--- src/secu_alu.sv ---
package secu_pkg;
    localparam int PC_W          = 15;
    localparam int DATA_W        = 8;
    localparam int FADDR_W       = 7;
    localparam int LIT_W         = 11;
    localparam int LATCH_W       = 7;
    localparam int BSEL_W        = 3;
    localparam int CALL_LO_W     = 11;
    localparam int INDIRECT_SUBROUTINE_CALL_LO_W    = 8;
    localparam int LATCH_HI      = 6;
    localparam int LATCH_CALL_LO = 3;
    localparam logic [PC_W-1:0]    PC_RST     = 15'h0000;
    localparam logic [PC_W-1:0]    PC_STEP    = 15'h0001;
    localparam logic [DATA_W-1:0]  W_RST      = 8'h00;
    localparam logic [DATA_W-1:0]  DATA_ZERO  = 8'h00;
    localparam logic [DATA_W-1:0]  DATA_ONE   = 8'h01;
    localparam logic               Z_RST      = 1'b0;
    localparam logic               TO_N_RST   = 1'b1;
    localparam logic               PD_N_RST   = 1'b1;
    localparam logic               DEST_W     = 1'b0;
    localparam logic               DEST_F     = 1'b1;

    typedef enum logic [3:0] {
        SECU_NOP      = 4'h0,
        SECU_BTFS_SET = 4'h1,
        SECU_CALL_LIT = 4'h2,
        SECU_CALL_W   = 4'h3,
        SECU_CLR_FILE = 4'h4,
        SECU_CLR_W    = 4'h5,
        SECU_CLR_WDOG = 4'h6,
        SECU_COMP     = 4'h7,
        SECU_DEC      = 4'h8
    } secu_op_t;

    typedef enum logic [0:0] {
        SECU_RUN   = 1'b0,
        SECU_FLUSH = 1'b1
    } secu_state_t;
endpackage

module secu_alu
    import secu_pkg::*;
(
    input  wire secu_pkg::secu_op_t          op_in,
    input  wire logic [secu_pkg::DATA_W-1:0] operand_in,
    output logic      [secu_pkg::DATA_W-1:0] result_out,
    output logic                             zero_out
);
    always_comb
    begin
        case (op_in)
            SECU_COMP: result_out = ~operand_in;
            SECU_DEC:  result_out = operand_in - DATA_ONE;
            default:   result_out = DATA_ZERO;
        endcase
        zero_out = (result_out == DATA_ZERO);
    end
endmodule

--- src/secu_exec.sv ---
module secu_exec
    import secu_pkg::*;
(
    input  wire logic                               clock_in,
    input  wire logic                               rst_n_in,
    input  wire logic                               instr_valid_in,
    input  wire secu_pkg::secu_op_t                 op_in,
    input  wire logic [secu_pkg::FADDR_W-1:0]       faddr_in,
    input  wire logic [secu_pkg::BSEL_W-1:0]        bit_sel_in,
    input  wire logic                               dest_in,
    input  wire logic [secu_pkg::LIT_W-1:0]         literal_in,
    input  wire logic [secu_pkg::DATA_W-1:0]        file_rdata_in,
    input  wire logic [secu_pkg::LATCH_W-1:0]       pc_page_latch_in,
    output logic                                    instr_ready_out,
    output logic                                    discard_out,
    output logic [secu_pkg::PC_W-1:0]               pc_out,
    output logic [secu_pkg::DATA_W-1:0]             w_out,
    output logic                                    zero_flag_out,
    output logic                                    timeout_status_n_out,
    output logic                                    powerdown_status_n_out,
    output logic                                    file_we_out,
    output logic [secu_pkg::FADDR_W-1:0]            file_waddr_out,
    output logic [secu_pkg::DATA_W-1:0]             file_wdata_out,
    output logic                                    stack_push_out,
    output logic [secu_pkg::PC_W-1:0]               return_stack_top_out,
    output logic                                    watchdog_clear_out,
    output logic                                    prescaler_clear_out
);
    import secu_pkg::*;

    secu_state_t               state_reg;
    secu_state_t               state_next;
    logic [PC_W-1:0]           pc_reg;
    logic [PC_W-1:0]           pc_next;
    logic [PC_W-1:0]           pc_plus_one;
    logic [DATA_W-1:0]         w_reg;
    logic                      zero_reg;
    logic                      to_n_reg;
    logic                      pd_n_reg;
    logic                      ready_reg;
    logic                      discard_reg;
    logic                      file_we_reg;
    logic [FADDR_W-1:0]        file_waddr_reg;
    logic [DATA_W-1:0]         file_wdata_reg;
    logic                      push_reg;
    logic [PC_W-1:0]           tos_reg;
    logic                      wdt_clr_reg;
    logic                      pre_clr_reg;
    logic                      exec_now;
    logic                      bit_is_set;
    logic                      two_cycle;
    logic [DATA_W-1:0]         alu_result;
    logic                      alu_zero;
    logic                      call_now;
    logic                      clr_wdog_now;

    secu_alu u_alu
    (
        .op_in      (op_in),
        .operand_in (file_rdata_in),
        .result_out (alu_result),
        .zero_out   (alu_zero)
    );

    assign exec_now    = instr_valid_in && (state_reg == SECU_RUN);
    assign bit_is_set  = file_rdata_in[bit_sel_in];
    assign pc_plus_one = pc_reg + PC_STEP;
    assign call_now     = exec_now && ((op_in == SECU_CALL_LIT) || (op_in == SECU_CALL_W));
    assign clr_wdog_now = exec_now && (op_in == SECU_CLR_WDOG);

    // Which instructions hold the core for a second cycle
    always_comb
    begin
        case (op_in)
            SECU_BTFS_SET: two_cycle = bit_is_set;
            SECU_CALL_LIT: two_cycle = 1'b1;
            SECU_CALL_W:   two_cycle = 1'b1;
            default:       two_cycle = 1'b0;
        endcase
    end

    always_comb
    begin
        state_next = state_reg;
        case (state_reg)
            SECU_RUN:
            begin
                if (exec_now && two_cycle)
                begin
                    state_next = SECU_FLUSH;
                end
            end
            SECU_FLUSH:
            begin
                state_next = SECU_RUN;
            end
            default:
            begin
                state_next = SECU_RUN;
            end
        endcase
    end

    // Program counter target
    always_comb
    begin
        pc_next = pc_reg;
        if (state_reg == SECU_FLUSH)
        begin
            pc_next = pc_plus_one;
        end
        else if (exec_now)
        begin
            case (op_in)
                SECU_CALL_LIT:
                begin
                    pc_next = {pc_page_latch_in[LATCH_HI:LATCH_CALL_LO],
                               literal_in[CALL_LO_W-1:0]};
                end
                SECU_CALL_W:
                begin
                    pc_next = {pc_page_latch_in, w_reg[INDIRECT_SUBROUTINE_CALL_LO_W-1:0]};
                end
                default:
                begin
                    pc_next = pc_plus_one;
                end
            endcase
        end
    end

    always_ff @(posedge clock_in or negedge rst_n_in)
    begin
        if (!rst_n_in)
        begin
            state_reg   <= SECU_RUN;
            ready_reg   <= 1'b1;
            discard_reg <= 1'b0;
        end
        else
        begin
            state_reg   <= state_next;
            ready_reg   <= (state_next == SECU_RUN);
            discard_reg <= (state_next == SECU_FLUSH);
        end
    end

    always_ff @(posedge clock_in or negedge rst_n_in)
    begin
        if (!rst_n_in)
        begin
            pc_reg <= PC_RST;
        end
        else
        begin
            pc_reg <= pc_next;
        end
    end

    // Return stack push
    always_ff @(posedge clock_in or negedge rst_n_in)
    begin
        if (!rst_n_in)
        begin
            push_reg <= 1'b0;
            tos_reg  <= PC_RST;
        end
        else
        begin
            push_reg <= call_now;
            if (call_now)
            begin
                tos_reg <= pc_plus_one;
            end
        end
    end

    // Working register
    always_ff @(posedge clock_in or negedge rst_n_in)
    begin
        if (!rst_n_in)
        begin
            w_reg <= W_RST;
        end
        else if (exec_now)
        begin
            case (op_in)
                SECU_CLR_W:
                begin
                    w_reg <= DATA_ZERO;
                end
                SECU_COMP, SECU_DEC:
                begin
                    if (dest_in == DEST_W)
                    begin
                        w_reg <= alu_result;
                    end
                end
                default:
                begin
                    w_reg <= w_reg;
                end
            endcase
        end
    end

    // Zero flag, held by instructions that do not affect it
    always_ff @(posedge clock_in or negedge rst_n_in)
    begin
        if (!rst_n_in)
        begin
            zero_reg <= Z_RST;
        end
        else if (exec_now)
        begin
            case (op_in)
                SECU_CLR_FILE, SECU_CLR_W:
                begin
                    zero_reg <= 1'b1;
                end
                SECU_COMP, SECU_DEC:
                begin
                    zero_reg <= alu_zero;
                end
                default:
                begin
                    zero_reg <= zero_reg;
                end
            endcase
        end
    end

    // File register write port
    always_ff @(posedge clock_in or negedge rst_n_in)
    begin
        if (!rst_n_in)
        begin
            file_we_reg    <= 1'b0;
            file_waddr_reg <= {FADDR_W{1'b0}};
            file_wdata_reg <= DATA_ZERO;
        end
        else
        begin
            file_we_reg    <= 1'b0;
            file_waddr_reg <= faddr_in;
            if (exec_now && (op_in == SECU_CLR_FILE))
            begin
                file_we_reg    <= 1'b1;
                file_wdata_reg <= DATA_ZERO;
            end
            else if (exec_now && ((op_in == SECU_COMP) || (op_in == SECU_DEC)) && (dest_in == DEST_F))
            begin
                file_we_reg    <= 1'b1;
                file_wdata_reg <= alu_result;
            end
        end
    end

    // Watchdog and prescaler clear pulses
    always_ff @(posedge clock_in or negedge rst_n_in)
    begin
        if (!rst_n_in)
        begin
            wdt_clr_reg <= 1'b0;
            pre_clr_reg <= 1'b0;
        end
        else
        begin
            wdt_clr_reg <= clr_wdog_now;
            pre_clr_reg <= clr_wdog_now;
        end
    end

    // Active-low time-out and power-down status bits
    always_ff @(posedge clock_in or negedge rst_n_in)
    begin
        if (!rst_n_in)
        begin
            to_n_reg <= TO_N_RST;
            pd_n_reg <= PD_N_RST;
        end
        else if (clr_wdog_now)
        begin
            to_n_reg <= 1'b1;
            pd_n_reg <= 1'b1;
        end
    end

    assign instr_ready_out        = ready_reg;
    assign discard_out            = discard_reg;
    assign pc_out                 = pc_reg;
    assign w_out                  = w_reg;
    assign zero_flag_out          = zero_reg;
    assign timeout_status_n_out   = to_n_reg;
    assign powerdown_status_n_out = pd_n_reg;
    assign file_we_out            = file_we_reg;
    assign file_waddr_out         = file_waddr_reg;
    assign file_wdata_out         = file_wdata_reg;
    assign stack_push_out         = push_reg;
    assign return_stack_top_out   = tos_reg;
    assign watchdog_clear_out     = wdt_clr_reg;
    assign prescaler_clear_out    = pre_clr_reg;
endmodule

--- config.mk ---
export PLATFORM = sky130hd
export DESIGN_NAME = secu_exec
export DESIGN_NICKNAME = d
export VERILOG_FILES = /design/src/secu_alu.sv /design/src/secu_exec.sv
export SDC_FILE = /design/constraint.sdc
export NUM_CORES = 1
export LEC_CHECK = 0
export BUFFER_PORTS_ARGS = -buffer_cell sky130_fd_sc_hd__buf_2
export CORE_MARGIN = 5
export CORE_UTILIZATION = 51
export CTS_CLUSTER_SIZE = 20
export DETAILED_ROUTE_END_ITERATION = 10
export GPL_TIMING_DRIVEN = 0
export HOLD_SLACK_MARGIN = 0.02
export PLACE_DENSITY = 0.8
export SETUP_SLACK_MARGIN = 0.2
export SYNTH_ARGS = -nofsm -noshare
export SYNTH_HDL_FRONTEND = slang
export SYNTH_SLANG_ARGS = --single-unit
export TNS_END_PERCENT = 5
--- constraint.sdc ---
create_clock -name clock_in -period 2.35 [get_ports clock_in]
set_input_delay 0.47 -clock clock_in [delete_from_list [all_inputs] [get_ports clock_in]]
set_output_delay 0.47 -clock clock_in [all_outputs]
set_load 0.005 [all_outputs]
; ---- Word-level counts from Yosys, hierarchy flattened
; Index checks and enable logic that the tools add are counted.
[totals]
word_cells = 61
inputBits = 44
reg_bits = 59
out_inout_bits = 62
[op_classes]
n_bitwise = 3
order_cmp = 1
add_sub_neg = 2
reduce_logical = 19
muxes = 16
eq_ne = 9
[op_table]
columns = operator, count
row1 = $pmux 8 s2, 2
row2 = $mux 15, 2
row3 = $pmux 15 s2, 1
row4 = $mux 8, 3
row5 = $eq 4x3->1 const B, 4
row6 = $add 15x1->15 const B, 1
row7 = $eq 4x2->1 const B, 2
row8 = $logic_not 8->1, 1
row9 = $not 8->8, 1
row10 = $reduce_bool 2->1, 4
row11 = $sub 8x1->8 const B, 1
row12 = $logic_and 1x1->1, 7
row13 = $pmux 1 s2, 3
row14 = $reduce_or 2->1, 3
row15 = $eq 4x1->1 const B, 1
row16 = $eq 4x4->1 const B, 1
row17 = $lt 3x4->1 const B, 1
row18 = $mux 1, 4
row19 = $bmux 1 s3, 1
row20 = $reduce_and 3->1, 1
row21 = $logic_or 1x1->1, 2
row22 = $ne 2x2->1 const B, 1
row23 = $not 1->1, 2
row24 = $reduce_and 2->1, 1

; ---- Depth between registers and ports, before layout
[depth]
word_depth = 7
depth_mapped = 7
mapped_depth_nobuf = 7

; ---- Modules after synthesis
; Synthesis repeated with hierarchy kept, for this count alone.
[hier_totals]
hier_cells = 345
area_unflattened_um2 = 3303.2
[by_module_without_submodules]
columns = mod, instances, cells_per_inst, area_each_um2, seq_area_each_um2
row1 = secu_exec, 1, 304, 3005.4, 1477.7
row2 = secu_alu, 1, 41, 297.8, 0.0

; ---- Least setup slack after synthesis
; No wires, ideal clock.
[synth_timing]
kind = input port to flip-flop
start = input port file_rdata_in[0] (netlist name)
end = register zero_reg (netlist: zero_flag_out)
setup_time_ps = 95
arrival_time_ps = 2061
required_time_ps = 2255
path_slack_ps = 193
cell_stages = 7
path_buffers = 0
cell_sequence = inv_1 -> ha_1 -> or3b_2 -> o211ai_1 -> o211ai_1 -> or4_1 -> o31ai_1
[synth_between]
elab_chain_cells = 4
elab_cells_between_ends = 5
cone_classes = add/sub (1) / mux (2) / bitwise (1) / reduce/logical (1)
[synth_lines]
columns = element, line_no
row1 = from (decl), secu_exec.sv:12  ; input wire logic [secu_pkg::DATA_W-1:0] file_rdata_in,
row2 = $sub 8x1->8 or $not 8->8 (tied branches), "secu_alu.sv:53, secu_alu.sv:52"
row3 = $pmux 8 s2 *, secu_alu.sv:51  ; case (op_in)
row4 = $logic_not 8->1 *, secu_alu.sv:56  ; zero_out = (result_out == DATA_ZERO);
row5 = $pmux 1 s2 *, secu_exec.sv:216  ; case (op_in)
row6 = to (signal assigned), secu_exec.sv:223  ; zero_reg <= alu_zero;
row7 = to (signal assigned), secu_exec.sv:227  ; zero_reg <= zero_reg;
row8 = to (decl), secu_exec.sv:37  ; logic zero_reg;
; Mark *: on every way between the ends. The rest lies on a longest branch, timed or not.
; A chain may end at the register's enable or synchronous reset.

; ---- Final worst setup path
[layout_timing]
start = input port file_rdata_in[0] (netlist name)
end = register w_reg[6] (netlist: w_out[6])
[layout_between]
elab_chain_cells = 4
[layout_lines]
columns = element, line_no
row1 = $sub 8x1->8, secu_alu.sv:53  ; SECU_DEC: result_out = operand_in - DATA_ONE;
row2 = $pmux 8 s2, secu_alu.sv:51
row3 = $mux 8, secu_exec.sv:194  ; if (dest_in == DEST_W)
row4 = $pmux 8 s2, secu_exec.sv:187  ; case (op_in)
row5 = to (signal assigned), secu_exec.sv:196  ; w_reg <= alu_result;
row6 = to (signal assigned), secu_exec.sv:201  ; w_reg <= w_reg;
row7 = to (decl), secu_exec.sv:36  ; logic [DATA_W-1:0] w_reg;
; No other way between the ends. The select of a mux whose other input is x is not followed.

==> results.json <==
{
  "yosys-top-cells-count": "dfrtp_1 (58), nor2_1 (34), nand2_1 (30)",
  "fmax_mhz": 461,
  "grt_pass1_vias": 3089,
  "ys_seq_area_share_pct": 46.2,
  "wl_mm": 8.91,
  "path_class": "input pin to flip-flop",
  "cts-root-buf": "clkbuf_8",
  "status": "completed",
  "syn_area_um2": 3200,
  "drive_above_1_share_pct": 31.7,
  "io_buffer_count": 103,
  "clk_pin_slew_ps": 60,
  "die-height_um": 89.2,
  "nets": 499,
  "die_area_um2": 7960,
  "async_reset_ff_share_pct": 100,
  "rr_endpoint": "return_stack_top_out[14]",
  "core.rowCount": 28,
  "dr.pass1.iters": 6,
  "synthCells": 338,
  "synth-edff-count": 0,
  "crit_path_end_kind": "flip-flop",
  "ys_ff_latch": 59,
  "period_minus_slack_ps": 2170,
  "cts_sinks": 59,
  "hpwl_mm": 6.58,
  "p_leak_nw": 1.98,
  "postSynthAreaPerCell_um2": 9.47,
  "hold_viol_final": 0,
  "worstPathMaxFanout": 6,
  "cp_slowest_cell": "or3b_4",
  "ys_warn_count": 0,
  "antenna_found_initial": 0,
  "maxSlewViolCount": 0,
  "grt_overflow": 0,
  "tightestPinTransition_ps": 762,
  "rsz0062_at_grt": "true",
  "track_usage_pct": 23.7,
  "drtIter0Drc": 247,
  "synth_area_leaders": "dfrtp_1 (45%), o21ai_0 (4.2%), nor2_1 (4.0%), mux2i_1 (3.8%), a31oi_1 (3.5%)",
  "vdd_drop_max_v": 0.000521,
  "dp_cells": 517,
  "min_path_type": "input pin to asynchronous set/reset pin",
  "slew_headroom_pct": 48.8,
  "start_util_pct": 53.1,
  "via_count": 3110,
  "synth_top_area_share_pct": 45.3,
  "cp.arrival_ps": 2440,
  "r2r-start": "pc_out[0]",
  "cts_tree": "yes",
  "clk_latency_ps": 340,
  "fillers": 532,
  "wl_per_cell_um": 16.7,
  "required_ps": 2620,
  "fp.dieW_um": 89.2,
  "cts_setup_buffers": 0,
  "timing.reg2reg.setup_slack_ps": 350,
  "fin_crit_sh_pct": 92.3,
  "fin_cells": 533,
  "synth.distinct_cells": 58,
  "ctsHtreeMaxLevel": 3,
  "final_antenna_net_count": 0,
  "setup_violations": 0,
  "synth_top_area_cell": "dfrtp_1",
  "cts_buffer_depth": 2,
  "startpoint_type": "input pin",
  "grt_first_pass_wirelength_mm": 14.6,
  "cts_buffers": 9,
  "ios": 106,
  "max_stage_delay_ps": 410,
  "cap_violations": 0,
  "finalClockSkew_ps": 8.77,
  "gp_congestion": 0.884,
  "grt_max_degree": 60,
  "antenna_cells": 0,
  "p_per_area_nw_per_um2": 743,
  "finalSetupTns_ps": 0,
  "routed_via_density": 5.83,
  "r2r_cells": 6,
  "synth_most_common_cell": "dfrtp_1",
  "route.detailed.drc": 0,
  "syn_to_final_growth_pct": 26.0,
  "synth-main-ff-cell": "dfrtp_1",
  "path_cells": "buf_2 -> inv_1 -> ha_1 -> or3b_4 -> or2_2 -> o31a_1 -> o21ai_0 -> mux2_2",
  "coreArea_um2": 6030
}
-- worst max-delay path: cells and delay by family --
kind / cells / cell delay [ps]
fa+ha+maj: 1 / 190
simple gates: 2 / 720
mux: 1 / 230
compound gates: 2 / 620
buf+inv: 2 / 220
-- flip-flops by register name (all words and copies together) (netlist names) --
register,count
discard_out,1
file_waddr_out,7
w_out,8
file_we_out,1
stack_push_out,1
instr_ready_out,1
pc_out,15
file_wdata_out,8
return_stack_top_out,15
zero_flag_out,1
prescaler_clear_out,1
-- cell usage in the layout (no fill, tap or decap), drive strengths merged, types with 9 or more instances in the layout --
master  instances
a21oi          15
a31oi          18
buf           113
clkbuf         27
dfrtp          58
inv             9
mux2i          12
nand2          30
nor2           34
o21ai          30
o32ai           9
xnor2          10
-- where the power goes --
part           leakage [nW]  switching [W]  internal [W]  total [W]
clock                 0.103       0.000396      0.000594   0.000990
sequential            0.767       0.000132       0.00116    0.00130
combinational          1.11       0.000380      0.000329   0.000710
-- stage by stage --
| stage | hold slack, ps | util [%] | instance area [um^2] | power, W | setup slack [ps] |
|---|---|---|---|---|---|
| CTS | 226 | 66.8 | 4030 | 0.00301 | 224 |
| finish | 193 | 66.9 | 4030 | 0.00300 | 181 |
| detailed placement | 465 | 63.4 | 3820 | 0.00202 | -116 |
| global placement | 457 | 63.4 | 3820 | 0.00199 | -53.9 |
| floorplan | 174 | - | 3210 | 0.00169 | 286 |
| global route | 220 | 66.9 | 4030 | 0.00317 | 106 |
-- per-layer routing --
metal  part of all wire [%]  track usage, %  routed length (um)
met2                     47            37.6                4160
met3                    9.5            5.99                 844
met5                      0               0                   0
met4                    2.2            9.61                 195
met1                     42            31.0                3710
-- timing repair --
action | CTS | global route
hold buffers | 0 | 0
resized for setup | 0 | 1
setup endpoints to repair | 0 | 6
-- cells by family (layout without fill, tap and decap cells) --
group / Yosys count / in the layout / synth area share [%]
AO/OA/AOI/OAI: 100 / 100 / 20.5
XOR/XNOR: 12 / 12 / 3.28
adder cells (fa/ha/maj): 2 / 2 / 0.781
buffers and inverters: 35 / 154 / 4.69
flip-flops: 59 / 59 / 46.2
multiplexers: 21 / 21 / 7.74
other: 1 / 2 / 0.117
AND/OR/NAND/NOR: 108 / 108 / 16.8
-- area by class of cell --
| cell class | count | area (um^2) | share of cell area [%] |
|---|---|---|---|
| clock inverters | 5 | 77.6 | 1.92 |
| plain buffers | 26 | 116 | 2.88 |
| well taps | 75 | 93.8 | 2.33 |
| clock buffers | 11 | 131 | 3.26 |
| repair buffers | 103 | 518 | 12.8 |
| multi-input cells | 245 | 1590 | 39.3 |
| inverters | 9 | 33.8 | 0.837 |
| flip-flops and latches | 59 | 1480 | 36.6 |
-- worst max-delay path by stage --
stage                     startpoint            end  slack [ps]  depth (start not counted)
finish              file_rdata_in[0]       w_out[6]         180                          8
global route                op_in[2]      pc_out[4]         110                          8
CTS                 file_rdata_in[0]       w_out[6]         220                          8
detailed placement  file_rdata_in[0]       w_out[6]        -120                          8
global placement    file_rdata_in[0]       w_out[6]         -50                          8
floorplan           file_rdata_in[0]  zero_flag_out         290                          7
(Power assumes the default switching activity.)
